File: src/hw/cfel_defines.svh
`ifndef CFEL_DEFINES_SVH
`define CFEL_DEFINES_SVH
// Function
// - Locked data-error report kept; set lost flag.
// - Bad RMW: three check bits inverted, hard error.
// - Data-RAM hard error sets hardware transition mode.
// - Bridge returns requested quadword first.
// - Late read-error fill sets flag, lock, address.
// - Failed ownership read invalidates block, keeps data.
// - Count field holds words arrived, never 00.
// - Timeout after first word sets flag, lock.
// - Bridge parity miss sets parity, timeout flags.
// - Bridge queue overflow sets flag, hard error.
// - Unexpected fill sets flag, lock, transition mode.
// - Unexpected read-error fill also sets read-error flag.
// - Fill error while locked only sets lost.
// - Software clears flags, flushes, then clears mode.
// - Block owned once one quadword delivered.
// - Software waits write timeout before repair.
// - Hard error at priority 1D, vector 60.

// Register byte offsets on the AHB-Lite slave.
`define CFEL_OFS_DATA_ERR   8'h00
`define CFEL_OFS_FILL_ERR   8'h04
`define CFEL_OFS_FILL_ADDR  8'h08
`define CFEL_OFS_CTRL       8'h0C
`define CFEL_OFS_IRQ_STS    8'h10
`define CFEL_OFS_IRQ_CLR    8'h14
`define CFEL_OFS_IRQ_EN     8'h18
`define CFEL_OFS_DATA_ADDR  8'h1C

// Data-error status fields.
`define CFEL_DE_UNCORR      0
`define CFEL_DE_BAD_ADDR    1
`define CFEL_DE_LOST        2
`define CFEL_DE_LOCK        3
// Fill-error status fields.
`define CFEL_FE_RDE         0
`define CFEL_FE_TIMEOUT     1
`define CFEL_FE_UNEXP       2
`define CFEL_FE_LOST        3
`define CFEL_FE_LOCK        4
`define CFEL_FE_CNT_LO      5
// Control fields.
`define CFEL_CT_HW_TM       0
`define CFEL_CT_SW_TM       1
// Interrupt status bits.
`define CFEL_IRQ_DATA       0
`define CFEL_IRQ_FILL       1
`define CFEL_IRQ_UNEXP      2
`define CFEL_IRQ_LOST       3

`define CFEL_CHECK_INV      8'h07
`define CFEL_HERR_IPL       5'h1D
`define CFEL_HERR_VECTOR    12'h060
`define CFEL_LAST_WORD      3'h3
`define CFEL_CLK_MHZ        125
`define CFEL_FILL_TMO_NS    8000
`define CFEL_FILL_TMO_CYC   ((`CFEL_FILL_TMO_NS * `CFEL_CLK_MHZ) / 1000)
`endif

File: src/hw/cfel_pkg.sv
package cfel_pkg;

  typedef enum logic [0:0] {RD_IDLE, RD_WAIT} cfel_rd_e;

  typedef struct packed {
    logic            hrdy;
    logic            dp;
    logic            dp_wr;
    logic [7:0]      dp_addr;
    logic [31:0]     hrdata;
    logic            de_uncorr;
    logic            de_bad_addr;
    logic            de_lost;
    logic            de_lock;
    logic [31:0]     de_addr;
    logic            fe_rde;
    logic            fe_timeout;
    logic            fe_unexp;
    logic            fe_lost;
    logic            fe_lock;
    logic [1:0]      fe_cnt;
    logic [31:0]     fe_addr;
    logic            hw_tm;
    logic            sw_tm;
    logic [3:0]      irq_sts;
    logic [3:0]      irq_en;
    logic            irq;
    logic            hard_err;
    cfel_rd_e        rd;
    logic [3:0]      tid;
    logic [31:0]     rd_addr;
    logic [2:0]      words;
    logic [15:0]     tmo;
    logic            req;
    logic            wb_valid;
    logic [7:0]      wb_check;
    logic            inval;
    logic [31:0]     inval_addr;
    logic            fw_valid;
    logic [63:0]     fw_data;
  } cfel_dev_s;

  typedef struct packed {
    logic            pend;
    logic [3:0]      tid;
    logic [31:0]     addr;
    logic [2:0]      nwords;
    logic            mem_req;
    logic            owned;
    logic            rq_ovfl;
    logic            parity;
    logic            rd_to;
    logic            hard_err;
    logic            fill_valid;
    logic [3:0]      fill_tid;
    logic            fill_rde;
    logic [63:0]     fill_data;
  } cfel_brg_s;

endpackage

File: src/hw/cfel_if.sv
`timescale 1ns/10ps
interface cfel_if;
  logic        req;
  logic [3:0]  req_tid;
  logic [31:0] req_addr;
  logic        fill_valid;
  logic [3:0]  fill_tid;
  logic        fill_rde;
  logic [63:0] fill_data;

  modport dev (output req, output req_tid, output req_addr,
               input fill_valid, input fill_tid, input fill_rde, input fill_data);
  modport brg (input req, input req_tid, input req_addr,
               output fill_valid, output fill_tid, output fill_rde, output fill_data);
endinterface

File: src/hw/cfel_dev.sv
// The AHB-Lite register port and the address map were left to the implementer.
`timescale 1ns/10ps
`include "cfel_defines.svh"
module cfel_dev #(
  parameter int TMO_CYC = `CFEL_FILL_TMO_CYC
) (
  input  wire logic        hclk,
  input  wire logic        hresetn,
  input  wire logic        hsel,
  input  wire logic [31:0] haddr,
  input  wire logic [1:0]  htrans,
  input  wire logic        hwrite,
  input  wire logic [2:0]  hsize,
  input  wire logic [31:0] hwdata,
  input  wire logic        hready,
  output logic             hreadyout,
  output logic             hresp,
  output logic [31:0]      hrdata,
  input  wire logic        rmw_valid,
  input  wire logic        rmw_uncorr,
  input  wire logic        rmw_bad_addr,
  input  wire logic [31:0] rmw_addr,
  input  wire logic [7:0]  rmw_check,
  input  wire logic        ownership_read_start,
  input  wire logic [3:0]  ownership_read_tid,
  input  wire logic [31:0] ownership_read_addr,
  output logic             wb_valid,
  output logic [7:0]       wb_check,
  output logic             blk_inval,
  output logic [31:0]      blk_inval_addr,
  output logic             fill_word_valid,
  output logic [63:0]      fill_word,
  output logic             ownership_read_busy,
  output logic             error_transition_mode,
  output logic             hard_err_req,
  output logic [4:0]       hard_err_ipl,
  output logic [11:0]      hard_err_vector,
  output logic             irq,
  cfel_if.dev              link
);

  // The timeout counter is 16 bits wide, so longer limits cannot be served.
  if (TMO_CYC < 1 || TMO_CYC > 65535)
  begin : g_tmo_range
    $error("cfel_dev: TMO_CYC out of range");
  end

  localparam logic [15:0] TMO_LAST = 16'(TMO_CYC - 1);

  cfel_pkg::cfel_dev_s r;
  cfel_pkg::cfel_dev_s next_r;

  ////////////////////////////////////////////////////////////////////////////
  // Outputs from flip-flops or constants, except error_transition_mode, which is the OR of hw_tm and sw_tm.
  assign hreadyout             = r.hrdy;
  assign hresp                 = 1'b0;
  assign hrdata                = r.hrdata;
  assign wb_valid              = r.wb_valid;
  assign wb_check              = r.wb_check;
  assign blk_inval             = r.inval;
  assign blk_inval_addr        = r.inval_addr;
  assign fill_word_valid       = r.fw_valid;
  assign fill_word             = r.fw_data;
  assign ownership_read_busy            = (r.rd == cfel_pkg::RD_WAIT);
  assign error_transition_mode = r.hw_tm | r.sw_tm;
  assign hard_err_req          = r.hard_err;
  assign hard_err_ipl          = `CFEL_HERR_IPL;
  assign hard_err_vector       = `CFEL_HERR_VECTOR;
  assign irq                   = r.irq;
  assign link.req              = r.req;
  assign link.req_tid          = r.tid;
  assign link.req_addr         = r.rd_addr;

  function automatic logic [31:0] read_mux(input cfel_pkg::cfel_dev_s s, input logic [7:0] a);
    logic [31:0] v;
    v = 32'h0000_0000;
    case (a)
      `CFEL_OFS_DATA_ERR:  v = {28'h000_0000, s.de_lock, s.de_lost, s.de_bad_addr, s.de_uncorr};
      `CFEL_OFS_FILL_ERR:  v = {25'h000_0000, s.fe_cnt, s.fe_lock, s.fe_lost, s.fe_unexp, s.fe_timeout, s.fe_rde};
      `CFEL_OFS_FILL_ADDR: v = s.fe_addr;
      `CFEL_OFS_CTRL:      v = {30'h0000_0000, s.sw_tm, s.hw_tm};
      `CFEL_OFS_IRQ_STS:   v = {28'h000_0000, s.irq_sts};
      `CFEL_OFS_IRQ_EN:    v = {28'h000_0000, s.irq_en};
      `CFEL_OFS_DATA_ADDR: v = s.de_addr;
      default:             v = 32'h0000_0000;
    endcase
    return v;
  endfunction

  ////////////////////////////////////////////////////////////////////////////
  // One wait state per transfer lets read data come from a flop.
  logic       fill_err;
  logic       fill_unexp;
  logic [3:0] irq_set;

  always_comb
  begin
    next_r          = r;
    next_r.req      = 1'b0;
    next_r.wb_valid = 1'b0;
    next_r.inval    = 1'b0;
    next_r.fw_valid = 1'b0;
    fill_err        = 1'b0;
    fill_unexp      = 1'b0;
    irq_set         = 4'h0;

    // Bus slave.
    if (r.dp)
    begin
      next_r.dp   = 1'b0;
      next_r.hrdy = 1'b1;
      if (!r.dp_wr)
        next_r.hrdata = read_mux(r, r.dp_addr);
      else
        // Clears go first so that an event in the same cycle wins below.
        unique case (r.dp_addr)
          `CFEL_OFS_DATA_ERR:
          begin
            next_r.de_uncorr   = r.de_uncorr & ~hwdata[`CFEL_DE_UNCORR];
            next_r.de_bad_addr = r.de_bad_addr & ~hwdata[`CFEL_DE_BAD_ADDR];
            next_r.de_lost     = r.de_lost & ~hwdata[`CFEL_DE_LOST];
            next_r.de_lock     = r.de_lock & ~hwdata[`CFEL_DE_LOCK];
          end
          `CFEL_OFS_FILL_ERR:
          begin
            next_r.fe_rde     = r.fe_rde & ~hwdata[`CFEL_FE_RDE];
            next_r.fe_timeout = r.fe_timeout & ~hwdata[`CFEL_FE_TIMEOUT];
            next_r.fe_unexp   = r.fe_unexp & ~hwdata[`CFEL_FE_UNEXP];
            next_r.fe_lost    = r.fe_lost & ~hwdata[`CFEL_FE_LOST];
            next_r.fe_lock    = r.fe_lock & ~hwdata[`CFEL_FE_LOCK];
          end
          `CFEL_OFS_CTRL:
          begin
            next_r.hw_tm = r.hw_tm & ~hwdata[`CFEL_CT_HW_TM];
            next_r.sw_tm = hwdata[`CFEL_CT_SW_TM];
          end
          `CFEL_OFS_IRQ_CLR: next_r.irq_sts = r.irq_sts & ~hwdata[3:0];
          `CFEL_OFS_IRQ_EN:  next_r.irq_en = hwdata[3:0];
          default:
          begin
          end
        endcase
    end
    else if (hsel && htrans[1] && hready)
    begin
      next_r.dp      = 1'b1;
      next_r.hrdy    = 1'b0;
      next_r.dp_wr   = hwrite;
      next_r.dp_addr = haddr[7:0];
    end

    // Read-modify-write writeback.
    if (rmw_valid)
    begin
      next_r.wb_valid = 1'b1;
      next_r.wb_check = rmw_check;
      if (rmw_uncorr || rmw_bad_addr)
      begin
        next_r.wb_check = rmw_check ^ `CFEL_CHECK_INV;
        next_r.hw_tm    = 1'b1;
        irq_set[`CFEL_IRQ_DATA] = 1'b1;
        if (r.de_lock)
        begin
          next_r.de_lost = 1'b1;
          irq_set[`CFEL_IRQ_LOST] = 1'b1;
        end
        else
        begin
          next_r.de_uncorr   = rmw_uncorr;
          next_r.de_bad_addr = rmw_bad_addr;
          next_r.de_lock     = 1'b1;
          next_r.de_addr     = rmw_addr;
        end
      end
    end

    // Ownership read tracking.
    unique case (r.rd)
      cfel_pkg::RD_IDLE:
      begin
        if (ownership_read_start)
        begin
          next_r.rd      = cfel_pkg::RD_WAIT;
          next_r.req     = 1'b1;
          next_r.tid     = ownership_read_tid;
          next_r.rd_addr = ownership_read_addr;
          next_r.words   = 3'h0;
          next_r.tmo     = 16'h0000;
        end
      end
      cfel_pkg::RD_WAIT:
      begin
        next_r.tmo = r.tmo + 16'h0001;
        if (link.fill_valid && link.fill_tid == r.tid)
        begin
          if (link.fill_rde)
          begin
            next_r.rd = cfel_pkg::RD_IDLE;
            fill_err  = (r.words != 3'h0);
          end
          else
          begin
            next_r.fw_valid = 1'b1;
            next_r.fw_data  = link.fill_data;
            next_r.words    = r.words + 3'h1;
            next_r.tmo      = 16'h0000;
            if (r.words == `CFEL_LAST_WORD)
              next_r.rd = cfel_pkg::RD_IDLE;
          end
        end
        else if (r.tmo == TMO_LAST)
        begin
          next_r.rd = cfel_pkg::RD_IDLE;
          fill_err  = (r.words != 3'h0);
        end
      end
    endcase

    if (link.fill_valid && (r.rd == cfel_pkg::RD_IDLE || link.fill_tid != r.tid))
      fill_unexp = 1'b1;

    if (fill_err)
    begin
      next_r.inval      = 1'b1;
      next_r.inval_addr = r.rd_addr;
      next_r.hw_tm      = 1'b1;
      irq_set[`CFEL_IRQ_FILL] = 1'b1;
    end
    if (fill_unexp)
    begin
      next_r.hw_tm = 1'b1;
      irq_set[`CFEL_IRQ_UNEXP] = 1'b1;
    end
    if (fill_err || fill_unexp)
    begin
      if (r.fe_lock)
      begin
        next_r.fe_lost = 1'b1;
        irq_set[`CFEL_IRQ_LOST] = 1'b1;
      end
      else
      begin
        next_r.fe_lock = 1'b1;
        if (fill_err)
        begin
          next_r.fe_rde     = link.fill_rde && link.fill_valid;
          next_r.fe_timeout = !(link.fill_rde && link.fill_valid);
          next_r.fe_cnt     = r.words[1:0];
          next_r.fe_addr    = r.rd_addr;
        end
        else
        begin
          next_r.fe_unexp = 1'b1;
          next_r.fe_rde   = link.fill_rde;
        end
      end
    end

    next_r.irq_sts  = next_r.irq_sts | irq_set;
    next_r.irq      = |(next_r.irq_sts & next_r.irq_en);
    next_r.hard_err = next_r.de_lock | next_r.de_lost | next_r.fe_lock | next_r.fe_lost;
  end

  always_ff @(posedge hclk or negedge hresetn)
  begin
    if (!hresetn)
    begin
      r      <= '0;
      r.hrdy <= 1'b1;
      r.rd   <= cfel_pkg::RD_IDLE;
    end
    else
      r <= next_r;
  end

endmodule // cfel_dev

File: src/flat_wrapper.sv
// flat-port wrapper written by rule: the top's interface ports become plain ports
module cfel_dev_flat 
#(
  parameter int TMO_CYC = `CFEL_FILL_TMO_CYC
)
  (hclk, hresetn, hsel, haddr, htrans, hwrite, hsize, hwdata, hready, hreadyout, hresp, hrdata, rmw_valid, rmw_uncorr, rmw_bad_addr, rmw_addr, rmw_check, ownership_read_start, ownership_read_tid, ownership_read_addr, wb_valid, wb_check, blk_inval, blk_inval_addr, fill_word_valid, fill_word, ownership_read_busy, error_transition_mode, hard_err_req, hard_err_ipl, hard_err_vector, irq, link_req, link_req_tid, link_req_addr, link_fill_valid, link_fill_tid, link_fill_rde, link_fill_data);
  cfel_if link_i ();
  input  wire logic hclk;
  input  wire logic hresetn;
  input  wire logic hsel;
  input  wire logic [31:0] haddr;
  input  wire logic [1:0] htrans;
  input  wire logic hwrite;
  input  wire logic [2:0] hsize;
  input  wire logic [31:0] hwdata;
  input  wire logic hready;
  output logic hreadyout;
  output logic hresp;
  output logic [31:0] hrdata;
  input  wire logic rmw_valid;
  input  wire logic rmw_uncorr;
  input  wire logic rmw_bad_addr;
  input  wire logic [31:0] rmw_addr;
  input  wire logic [7:0] rmw_check;
  input  wire logic ownership_read_start;
  input  wire logic [3:0] ownership_read_tid;
  input  wire logic [31:0] ownership_read_addr;
  output logic wb_valid;
  output logic [7:0] wb_check;
  output logic blk_inval;
  output logic [31:0] blk_inval_addr;
  output logic fill_word_valid;
  output logic [63:0] fill_word;
  output logic ownership_read_busy;
  output logic error_transition_mode;
  output logic hard_err_req;
  output logic [4:0] hard_err_ipl;
  output logic [11:0] hard_err_vector;
  output logic irq;
  output wire logic [$bits(link_i.req)-1:0] link_req;
  output wire logic [$bits(link_i.req_tid)-1:0] link_req_tid;
  output wire logic [$bits(link_i.req_addr)-1:0] link_req_addr;
  input wire logic [$bits(link_i.fill_valid)-1:0] link_fill_valid;
  input wire logic [$bits(link_i.fill_tid)-1:0] link_fill_tid;
  input wire logic [$bits(link_i.fill_rde)-1:0] link_fill_rde;
  input wire logic [$bits(link_i.fill_data)-1:0] link_fill_data;
  assign link_req = link_i.req;
  assign link_req_tid = link_i.req_tid;
  assign link_req_addr = link_i.req_addr;
  assign link_i.fill_valid = link_fill_valid;
  assign link_i.fill_tid = link_fill_tid;
  assign link_i.fill_rde = link_fill_rde;
  assign link_i.fill_data = link_fill_data;
  cfel_dev #(.TMO_CYC(TMO_CYC)) u_core (.hclk(hclk), .hresetn(hresetn), .hsel(hsel), .haddr(haddr), .htrans(htrans), .hwrite(hwrite), .hsize(hsize), .hwdata(hwdata), .hready(hready), .hreadyout(hreadyout), .hresp(hresp), .hrdata(hrdata), .rmw_valid(rmw_valid), .rmw_uncorr(rmw_uncorr), .rmw_bad_addr(rmw_bad_addr), .rmw_addr(rmw_addr), .rmw_check(rmw_check), .ownership_read_start(ownership_read_start), .ownership_read_tid(ownership_read_tid), .ownership_read_addr(ownership_read_addr), .wb_valid(wb_valid), .wb_check(wb_check), .blk_inval(blk_inval), .blk_inval_addr(blk_inval_addr), .fill_word_valid(fill_word_valid), .fill_word(fill_word), .ownership_read_busy(ownership_read_busy), .error_transition_mode(error_transition_mode), .hard_err_req(hard_err_req), .hard_err_ipl(hard_err_ipl), .hard_err_vector(hard_err_vector), .irq(irq), .link(link_i));
endmodule
File: config.mk
export PLATFORM = sky130hd
export DESIGN_NAME = cfel_dev_flat
export DESIGN_NICKNAME = d
export VERILOG_FILES = /design/src/hw/cfel_pkg.sv /design/src/hw/cfel_if.sv /design/src/hw/cfel_dev.sv /design/src/flat_wrapper.sv
export VERILOG_INCLUDE_DIRS = /design/src /design/src/hw
export SDC_FILE = /design/constraint.sdc
export NUM_CORES = 1
export LEC_CHECK = 0
export BUFFER_PORTS_ARGS = -buffer_cell sky130_fd_sc_hd__clkbuf_2
export CORE_UTILIZATION = 47
export CTS_CLUSTER_DIAMETER = 80
export DETAILED_ROUTE_END_ITERATION = 7
export PLACE_DENSITY = 0.77
export RECOVER_POWER = 100
export SYNTH_ARGS = -nofsm -noshare
export SYNTH_HDL_FRONTEND = slang
export SYNTH_SLANG_ARGS = --single-unit
File: constraint.sdc
create_clock -name hclk -period 2.15 [get_ports hclk]
set_input_delay 0.215 -clock hclk [delete_from_list [all_inputs] [get_ports hclk]]
set_output_delay 0.215 -clock hclk [all_outputs]
set_load 0.03 [all_outputs]
==> results of run 1 <==
==> final cells by class <==
type | count | area share, %
clock buffer | 45 | 4.99
timing repair inverter | 2 | 0.110
clock inverter | 11 | 0.817
antenna | 3 | 0.0412
sequential | 294 | 40.4
timing repair buffer | 594 | 23.0
tap | 378 | 2.60
multi-input combinational | 751 | 27.7
inverter | 14 | 0.371
==> layer usage <==
metal	wire length [um]	vias up
met1	15600	5448
li1	-	4847
met3	3290	160
met5	0	-
met4	2200	0
met2	21500	579
==> cells by family after synthesis <==
family	after synthesis
simple gates	482
compound gates	108
mux	118
buf+inv	260
other cells	2
flops	294
xor+xnor	20
fa+ha+maj	4
==> sequential cells by signal, summed over array words and instances (netlist names), 4 cells and up <==
name and count:
u_core.r 114, u_core.link.req_tid 4, u_core.link.req_addr 32, u_core.hrdata 32, u_core.wb_check 8, u_core.fill_word 64
u_core.blk_inval_addr 32
==> Yosys cell counts, types with 3 or more instances <==
| cell type | n |
|---|---|
| mux2_2 | 81 |
| mux2i_1 | 5 |
| clkbuf_1 | 33 |
| o21ai_0 | 40 |
| ha_1 | 4 |
| a22oi_1 | 29 |
| inv_1 | 12 |
| a222oi_1 | 4 |
| nand3_1 | 16 |
| a21o_1 | 3 |
| xnor2_1 | 11 |
| nand4_1 | 9 |
| a21oi_1 | 11 |
| buf_12 | 3 |
| nand3b_1 | 3 |
| nor2_1 | 31 |
| dfrtp_1 | 293 |
| nand2_1 | 393 |
| and3_1 | 6 |
| xor2_1 | 9 |
| mux2_4 | 31 |
| nor3_1 | 4 |
| buf_4 | 195 |
| buf_2 | 12 |
==> per-stage QoR <==
| step | power [mW] | util [%] |
|---|---|---|
| finish | 19.6 | 64.8 |
| detailed placement | 13.4 | 52.9 |
| global placement | 13.2 | 52.9 |
| global route | 20.5 | 64.8 |
| CTS | 19.2 | 62.3 |
| floorplan | 12.5 | - |
==> what timing repair did <==
action,4_1_cts,5_1_grt
gates resized for setup,9,189
pin swaps,1,96
hold buffers,155,0
hold endpoints to repair,211,0
gates cloned,0,21
setup buffers,1,4
endpoints found under the setup margin,95,127
==> path summary, 6_finish.rpt <==
check                                                   endpoint  slack, ps  cells past startpoint
worst max-delay path            u_core.fill_word[15]$_DFFE_PN0P_        -80                      9
worst min-delay path                     u_core.r[169]$_DFF_PN0_         20                      2
worst max register to register  u_core.fill_word[15]$_DFFE_PN0P_        -80                      9
worst min register to register  u_core.fill_word[20]$_DFFE_PN0P_        480                      2
max in group asynchronous              u_core.r[111]$_DFFE_PN0P_        280                      3
min in group asynchronous             u_core.blk_inval$_DFF_PN0_        630                      2
==> where the power goes <==
| group | internal, mW | total (mW) | switching, mW | leakage (nW) |
|---|---|---|---|---|
| combinational | 2.06 | 6.01 | 3.95 | 4.63 |
| clock | 3.29 | 5.54 | 2.25 | 0.526 |
| sequential | 6.87 | 8.09 | 1.22 | 3.79 |
==> metrics.cfg, run 1 <==
[status]
outcome = finished, violations left
violations = max-capacitance violations, max-slew violations, negative setup slack

[finish]
fillers = 2121
post_layout_nonfiller_instances = 2092
final_cell_mix = dfrtp_1, nand2_1, clkbuf_1
register_area_mm2 = 0.00736
finalNetCount = 1916
final_common_cell = dfrtp_1
area_growth_syn_to_layout_pct = 34.6
multi_input_area_mm2 = 0.00505
fin_area_mm2 = 0.0182
drive_gt1_share_pct = 32.5

[setup_path]
cp_max_fo = 8
reg2reg_from = u_core.link.req_tid[1]$_DFFE_PN0P_
cpMostUsedCell = buf_4
cp_slowest_cell = dfrtp_1
cp_num_buf_inv = 3
cp-startpoint = u_core.link.req_tid[1]$_DFFE_PN0P_
start_kind = flop
cp-end-kind = flop
cp_data_arrival_time_ps = 2670
cp_cell_sequence = xor2_2 -> nor4_4 -> buf_4 -> nand3b_1 -> buf_4 -> or2_4 -> clkbuf_16 -> nand2_4 -> nand2_1
crit_type = flop to flop
cp.required_ps = 2590
critPathTopFamily = simple AND/OR/NAND/NOR gates
cpPeakStageDelay_ps = 410

[sta]
maxClockFrequency_mhz = 448
fin_worst_skew_ps = 12.7
tightest_slew_ps = 1720
setup_viol = 83
final_hold_viol_count = 0
finalWorstPathRequiredPeriod_ps = 2230
slew_headroom_pct = -14.4
fin_ws_ps = -81.7
setup_tns_ps = -2640
rsz0062_at_grt = yes
period_share_pct = 104
hold_slack_ps = 21.4
final_max_slew_viol_count = 63

[global_route]
use_met1_pct = 30.3
grt-busiest-layer = met2
grt_overflow = 0
grt_max_degree = 65
grt_use_met2_pct = 45.3
antenna_found_initial = 2
grt_use_met3_pct = 5.15
grt_pass1_vias = 11200
grt_usage_pct = 25.7
grt_pass1_wl_um = 58600

[synth]
synth-adder-area-share_pct = 0.370
synth_simple_gate_area_share_pct = 14.8
synth_flop_cell = dfrtp_1
synth-edff-count = 0
synth_seq_cells = 294
synth_compound_area_share_pct = 5.35
async_flop_share_pct = 100
ys_top_cells_by_area = dfrtp_1, nand2_1, buf_4
ys_types = 64
yosys.area_share.xor_xnor_pct = 1.29
synth_warnings = 0
yosys.area.top_type = dfrtp_1
syn-cell-area_mm2 = 0.0135
synth_top_cell_area_share_pct = 54.2
synth_top_family_by_area = simple AND/OR/NAND/NOR gates
syn_area_per_cell_um2 = 10.5
syn_inst = 1288
synthMuxAreaShare_pct = 10.6
seq_area_frac_synth_pct = 54.4

[clock_network]
cts-root-buf = clkbuf_16
htree_levels = 1
cts_tree = built
path_clk_slew_ps = 60
clock_latency_ps = 570
cts_buffer_depth = 3
clock-sinks = 294
cts_made_buffers = 31

[placed_design]
gp_congestion = 0.935
dp_slack_ps = -74.2
place_inst = 1852
hpwlAfterDp_um = 24400
io_buffers = 349
dpl_cell_area_mm2 = 0.0148

[floorplan]
start_util_pct = 48.2
dieArea_mm2 = 0.0295
die_h_um = 172
die_width_um = 172
row_count = 61
core-area_mm2 = 0.0281
ios = 423

[pwr]
p_per_area_mw_per_mm2 = 1080
vdd_drop_max_v = 0.000907
p_leak_nw = 8.95

[drt]
ant_nets = 0
firstDrtPassIters = 5
vias_per_cell = 5.27
via_count = 11000
wl_um = 42600
drc = 0
drt_iter0_drc = 770
routedWlPerCell_um = 20.4

[worst_hold_path]
hp-class = primary input to flop
hp-start = hwdata[3]

[flow_run]
cap_violations = 1

Power figures use the tool's default switching activity.
==> run 2: changes to the inputs <==
--- a/config.mk
+++ b/config.mk
@@ -10,6 +10,7 @@
 export CORE_UTILIZATION = 47
 export CTS_CLUSTER_DIAMETER = 80
 export DETAILED_ROUTE_END_ITERATION = 7
+export GPL_TIMING_DRIVEN = 0
 export PLACE_DENSITY = 0.77
 export RECOVER_POWER = 100
 export SYNTH_ARGS = -nofsm -noshare
==> metrics.cfg, run 2 (synthesis gave the netlist of run 1 again) <==
[status]
outcome = finished, violations left  ; unchanged
violations = max-capacitance violations, max-slew violations, negative setup slack  ; unchanged

[floorplan]
ios = 423  ; unchanged
start_util_pct = 48.2  ; unchanged
core-area_mm2 = 0.0281  ; unchanged
die_h_um = 172  ; unchanged
dieArea_mm2 = 0.0295  ; unchanged
row_count = 61  ; unchanged
die_width_um = 172  ; unchanged

[sta]
final_max_slew_viol_count = 67  ; was 63
fin_ws_ps = -219  ; was -81.7 ps
maxClockFrequency_mhz = 422  ; was 448 MHz
finalWorstPathRequiredPeriod_ps = 2370  ; was 2230 ps
tightest_slew_ps = 1770  ; was 1720 ps
setup_tns_ps = -19210  ; was -2640 ps
period_share_pct = 110  ; was 104%
final_hold_viol_count = 0  ; unchanged
setup_viol = 146  ; was 83
slew_headroom_pct = -18.0  ; was -14.4%
rsz0062_at_grt = yes  ; unchanged
fin_worst_skew_ps = 28.6  ; was 12.7 ps

[finish]
area_growth_syn_to_layout_pct = 44.7  ; was 34.6%
fillers = 1969  ; was 2121
drive_gt1_share_pct = 39.2  ; was 32.5%
top_register = u_core.r  ; unchanged
final_cell_mix = dfrtp_1, nand2_1, clkbuf_1, buf_4, clkbuf_2  ; was dfrtp_1, nand2_1, clkbuf_1
post_layout_nonfiller_instances = 2276  ; was 2092
register_area_mm2 = 0.00736  ; about the same
largest_register_ff_count = 114  ; unchanged
finalNetCount = 2101  ; was 1916
multi_input_area_mm2 = 0.00503  ; was 0.00505 mm2
fin_area_mm2 = 0.0196  ; was 0.0182 mm2
final_common_cell = dfrtp_1  ; unchanged

[setup_path]
cp_max_fo = 5  ; was 8
rr_endpoint = u_core.r[203]$_DFFE_PN0P_  ; was u_core.fill_word[15]$_DFFE_PN0P_
reg2reg_from = u_core.link.req_tid[1]$_DFFE_PN0P_  ; unchanged
cp.required_ps = 2530  ; was 2590 ps
crit_type = flop to flop  ; unchanged
rrSetupSlack_ps = -220  ; was -80 ps
start_kind = flop  ; unchanged
r2r_cells = 9  ; unchanged
cp-end-kind = flop  ; unchanged
cp_data_arrival_time_ps = 2740  ; was 2670 ps

[clock_network]
htree_levels = 2  ; was 1
clock_latency_ps = 520  ; was 570 ps
cts_buffer_depth = 3  ; unchanged
cts_made_buffers = 34  ; was 31
path_clk_slew_ps = 60  ; about the same
cts_tree = built  ; unchanged
cts-root-buf = clkbuf_16  ; unchanged
clock-sinks = 294  ; unchanged

[drt]
drt_iter0_drc = 679  ; was 770
drc = 0  ; unchanged
via_count = 11600  ; was 11000
routedWlPerCell_um = 19.7  ; was 20.4 um
wl_um = 44700  ; was 42600 um
ant_nets = 0  ; unchanged
vias_per_cell = 5.11  ; was 5.27
firstDrtPassIters = 5  ; unchanged

[placed_design]
hpwlAfterDp_um = 26200  ; was 24400 um
gp_congestion = 0.906  ; was 0.935
dpl_cell_area_mm2 = 0.0159  ; was 0.0148 mm2
io_buffers = 349  ; unchanged
place_inst = 2033  ; was 1852

[worst_hold_path]
min_path_cells = 3  ; was 2
whs_endpoint = u_core.r[249]$_DFF_PN0_  ; was u_core.r[169]$_DFF_PN0_
hp-class = primary input to flop  ; unchanged
hp-start = rmw_bad_addr  ; was hwdata[3]

[global_route]
grt_pass1_vias = 11900  ; was 11200
grt_usage_pct = 27.5  ; was 25.7%
grt_pass1_wl_um = 62300  ; was 58600 um
grt_overflow = 0  ; unchanged
grt_max_degree = 118  ; was 65
antenna_found_initial = 2  ; unchanged

[pwr]
p_per_area_mw_per_mm2 = 1080  ; about the same
p_leak_nw = 9.84  ; was 8.95 nW
vdd_drop_max_v = 0.000859  ; was 0.000907 V

[flow_run]
cap_violations = 1  ; unchanged

## run 2: cell count changes in the layout (fill, tap and decap cells not counted), sizes merged
cell	before	now
clkinv	8	7
buf	69	241
clkbuf	415	430
dlygate4sd3	155	150
or2	4	3
bufinv	3	4
inv	16	17
clkinvlp	0	2
## run 2: area by class of cell
class,count,area share (%)
multi-input combinational,750,25.7
inverter,14,0.320
clock buffer,42,4.70
timing repair buffer,535,18.5
antenna,3,0.0383
clock inverter,16,1.06
tap,378,2.42
sequential,294,37.6
buffer,244,9.69
## run 2: timing repair
action	CTS	global route
hold endpoints to repair	214	0
gates cloned	1	11
endpoints found under the setup margin	190	180
hold buffers	150	0
setup buffers	12	10
gates resized for setup	34	235
pin swaps	10	102
## run 2: metal layers
layer / global-route usage, % / routed length, um / up-vias
li1: - / - / 5202
met1: 31.6 / 16500 / 5647
met2: 49.5 / 22800 / 607
met3: 4.97 / 3180 / 171
met4: 12.8 / 2260 / 0
met5: 0 / 0 / -
## run 2: worst max-delay path, cell delays in order (launching register included)
cell      delay [ps]
dfrtp_1          430
xor2_2           190
nor4_4            60
buf_4            160
a2111o_1         400
o22a_4           250
nor2_8           160
buf_12           150
buf_12           130
mux2_4           300
## run 2: power by group
| group | total [mW] | internal, mW | leakage [nW] | switching (mW) |
|---|---|---|---|---|
| Combinational | 7.16 | 2.92 | 5.50 | 4.24 |
| Clock | 5.91 | 3.54 | 0.553 | 2.37 |
| Sequential | 8.15 | 6.87 | 3.79 | 1.28 |
| Total | 21.2 | 13.3 | 9.84 | 7.88 |
## run 2: worst max-delay path by stage
stage / to / cells after the start / slack, ps / startpoint
2_1_floorplan: u_core.r[178]$_DFFE_PN0P_ / 7 / 7 / u_core.link.req_tid[2]$_DFFE_PN0P_
3_3_place_gp: u_core.blk_inval_addr[2]$_DFFE_PN0P_ / 1 / -5410 / hresetn
3_5_place_dp: u_core.fill_word[9]$_DFFE_PN0P_ / 9 / -480 / u_core.link.req_tid[1]$_DFFE_PN0P_
4_1_cts: u_core.r[196]$_DFFE_PN0P_ / 9 / -220 / u_core.link.req_tid[1]$_DFFE_PN0P_
5_1_grt: u_core.r[201]$_DFFE_PN0P_ / 9 / -280 / u_core.link.req_tid[3]$_DFFE_PN0P_
6_report: u_core.r[203]$_DFFE_PN0P_ / 9 / -220 / u_core.link.req_tid[1]$_DFFE_PN0P_
## run 2: stage by stage
step	util [%]	setup WS, ps	hold slack, ps	total power [mW]
detailed placement	56.6	-482	261	14.4
global route	69.7	-281	27.7	22.0
CTS	66.8	-216	1.74	20.6
finish	69.7	-219	14.0	21.2
floorplan	-	7.20	-80.6	12.5
global placement	56.4	-5410	366	14.2
==> run 3: changes to the inputs <==
--- a/config.mk
+++ b/config.mk
@@ -6,12 +6,12 @@
 export SDC_FILE = /design/constraint.sdc
 export NUM_CORES = 1
 export LEC_CHECK = 0
-export BUFFER_PORTS_ARGS = -buffer_cell sky130_fd_sc_hd__clkbuf_2
-export CORE_UTILIZATION = 47
+export CORE_UTILIZATION = 50
 export CTS_CLUSTER_DIAMETER = 80
 export DETAILED_ROUTE_END_ITERATION = 7
+export DONT_BUFFER_PORTS = 1
 export GPL_TIMING_DRIVEN = 0
-export PLACE_DENSITY = 0.77
+export PLACE_DENSITY = 0.68
 export RECOVER_POWER = 100
 export SYNTH_ARGS = -nofsm -noshare
 export SYNTH_HDL_FRONTEND = slang
==> metrics.cfg, run 3 (synthesis gave the netlist of run 1 again) <==
[status]
outcome = finished, violations left  ; unchanged
violations = design-rule violations, negative hold slack, negative setup slack  ; was max-capacitance violations, max-slew violations, negative setup slack

[floorplan]
die_h_um = 167  ; was 172 um
dieArea_mm2 = 0.0277  ; was 0.0295 mm2
die_width_um = 167  ; was 172 um
start_util_pct = 51.5  ; was 48.2%
ios = 423  ; unchanged
row_count = 59  ; was 61
core-area_mm2 = 0.0263  ; was 0.0281 mm2

[setup_path]
cpPeakStageDelay_ps = 420  ; was 430 ps
cp_cell_sequence = xor2_2 -> nor4_4 -> buf_4 -> a2111o_1 -> o22a_4 -> nor2_8 -> buf_12 -> buf_6 -> buf_12 -> mux2_4  ; was xor2_2 -> nor4_4 -> buf_4 -> a2111o_1 -> o22a_4 -> nor2_8 -> buf_12 -> buf_12 -> mux2_4
start_kind = flop  ; unchanged
cp_max_fo = 5  ; unchanged
cp_data_arrival_time_ps = 2820  ; was 2740 ps
cp-end-kind = flop  ; unchanged
cpMostUsedCell = buf_12  ; unchanged
cp.required_ps = 2580  ; was 2530 ps
cp_slowest_cell = dfrtp_1  ; unchanged
crit_type = flop to flop  ; unchanged

[finish]
fillers = 2116  ; was 1969
final_cell_mix = nand2_1, dfrtp_1, clkbuf_1  ; was dfrtp_1, nand2_1, clkbuf_1, buf_4, clkbuf_2
area_growth_syn_to_layout_pct = 23.2  ; was 44.7%
post_layout_nonfiller_instances = 1885  ; was 2276
drive_gt1_share_pct = 17.9  ; was 39.2%
top_register = u_core.r  ; unchanged
final_common_cell = nand2_1  ; was dfrtp_1
largest_register_ff_count = 114  ; unchanged
finalNetCount = 1757  ; was 2101

[drt]
wl_um = 36700  ; was 44700 um
via_count = 9836  ; was 11600
drc = 23  ; was 0
vias_per_cell = 5.22  ; was 5.11
routedWlPerCell_um = 19.5  ; was 19.7 um
firstDrtPassIters = 8  ; was 5
drt_iter0_drc = 758  ; was 679
ant_nets = 0  ; unchanged

[worst_hold_path]
hp-class = primary input to asynchronous set/reset pin  ; was primary input to flop

[placed_design]
io_buffers = 0  ; was 349
hpwlAfterDp_um = 23700  ; was 26200 um
place_inst = 1639  ; was 2033
dp_slack_ps = -511  ; was -482 ps
gp_congestion = 0.866  ; was 0.906

[clock_network]
path_clk_slew_ps = 60  ; about the same
clock-sinks = 294  ; unchanged
hold_buffers = 162  ; was 150
cts_buffer_depth = 3  ; unchanged
cts_made_buffers = 31  ; was 34
clock_latency_ps = 560  ; was 520 ps
htree_levels = 1  ; was 2
cts_tree = built  ; unchanged
cts-root-buf = clkbuf_16  ; unchanged

[sta]
rsz0062_at_grt = yes  ; unchanged
final_hold_viol_count = 294  ; was 0
maxClockFrequency_mhz = 420  ; was 422 MHz
setup_viol = 74  ; was 146
tightest_slew_ps = 647  ; was 1770 ps
fin_ws_ps = -234  ; was -219 ps
fin_worst_skew_ps = 9.92  ; was 28.6 ps
period_share_pct = 111  ; was 110%
final_max_slew_viol_count = 0  ; was 67
hold_slack_ps = -638  ; was 14.0 ps
finalWorstPathRequiredPeriod_ps = 2380  ; was 2370 ps
setup_tns_ps = -12100  ; was -19210 ps
slew_headroom_pct = 57.1  ; was -18.0%

[global_route]
grt_usage_pct = 25.8  ; was 27.5%
grt_pass1_vias = 10400  ; was 11900
grt_pass1_wl_um = 56300  ; was 62300 um
grt_max_degree = 295  ; was 118
grt_overflow = 0  ; unchanged
antenna_found_initial = 1  ; was 2

[flow_run]
cap_violations = 0  ; was 1

[pwr]
p_per_area_mw_per_mm2 = 1120  ; was 1080 mW/mm2
total_power_mw = 18.7  ; was 21.2 mW
vdd_drop_max_v = 0.000865  ; was 0.000859 V
p_leak_nw = 7.90  ; was 9.84 nW

==> run 3: cell types whose count changed in the layout (fill, tap and decap cells not counted), moves of 4 or more <==
cell           delta
clkbuf_2        -163
buf_4           -161
nand2_1         +121
nand2_2          -85
nand2_4          -36
clkbuf_1         -14
dlygate4sd3_1    +12
clkbuf_16        -10
buf_8             -8
mux2_4            +6
inv_6             -4
==> run 3: path summary, 6_finish.rpt <==
check	from	end	slack [ps]	cells after the start
hold reg to reg	u_core.fill_word[31]$_DFFE_PN0P_	u_core.fill_word[31]$_DFFE_PN0P_	470	2
min in group hclk	rmw_bad_addr	u_core.wb_check[0]$_DFFE_PN0P_	50	3
setup reg to reg	u_core.link.req_tid[2]$_DFFE_PN0P_	u_core.r[202]$_DFFE_PN0P_	-230	10
setup / recovery	u_core.link.req_tid[2]$_DFFE_PN0P_	u_core.r[202]$_DFFE_PN0P_	-230	10
hold / removal	hresetn	u_core.r[291]$_DFFE_PN0P_	-640	0
max in group asynchronous	hresetn	u_core.r[201]$_DFFE_PN0P_	2360	0
==> run 3: area by class of cell <==
cell class                 instances  area [um2]  share of cell area [%]
sequential                       294        7360                    44.2
multi-input combinational        750        4580                    27.5
timing repair buffer             195        2020                    12.1
buffer                           242        1150                    6.91
clock buffer                      41         883                    5.30
tap                              335         419                    2.52
clock inverter                    12         168                    1.01
inverter                          14        78.8                   0.473
timing repair inverter             1        11.3                  0.0676
antenna                            1        2.50                  0.0150
==> run 3: power by group <==
group / total [mW] / internal, mW / switching (mW) / leakage, nW
registers: 8.01 / 6.87 / 1.15 / 3.79
logic: 5.13 / 1.67 / 3.47 / 3.59
clock network: 5.52 / 3.34 / 2.18 / 0.525
total: 18.7 / 11.9 / 6.80 / 7.90
==> run 3: what timing repair did <==
action | CTS | global route
gates resized for setup | 32 | 50
gates cloned | 2 | 5
pin swaps | 11 | 6
hold endpoints to repair | 467 | 294
setup buffers | 23 | 6
setup endpoints to repair | 207 | 160
==> run 3: per-stage QoR <==
stage | util (%) | cell area [um2]
3_3_place_gp | 53.4 | 14000
2_1_floorplan | - | 13600
5_1_grt | 63.4 | 16700
6_report | 63.4 | 16700
4_1_cts | 64.9 | 17100
3_5_place_dp | 53.4 | 14000
==> run 3: routing by layer <==
metal / vias up / share of wire (%) / GRT usage (%)
li1: 4498 / - / -
met1: 4860 / 40 / 31.2
met2: 410 / 50 / 46.5
met3: 68 / 6.8 / 4.71
met4: 0 / 2.8 / 7.81
met5: - / 0 / 0
==> run 3: worst max-delay path: cells and delay by family (launching register included) <==
| family | cells | cell delay, ps |
|---|---|---|
| mux | 1 | 300 |
| buf+inv | 4 | 470 |
| flops | 1 | 420 |
| xor+xnor | 1 | 200 |
| compound gates | 2 | 640 |
| simple gates | 2 | 210 |
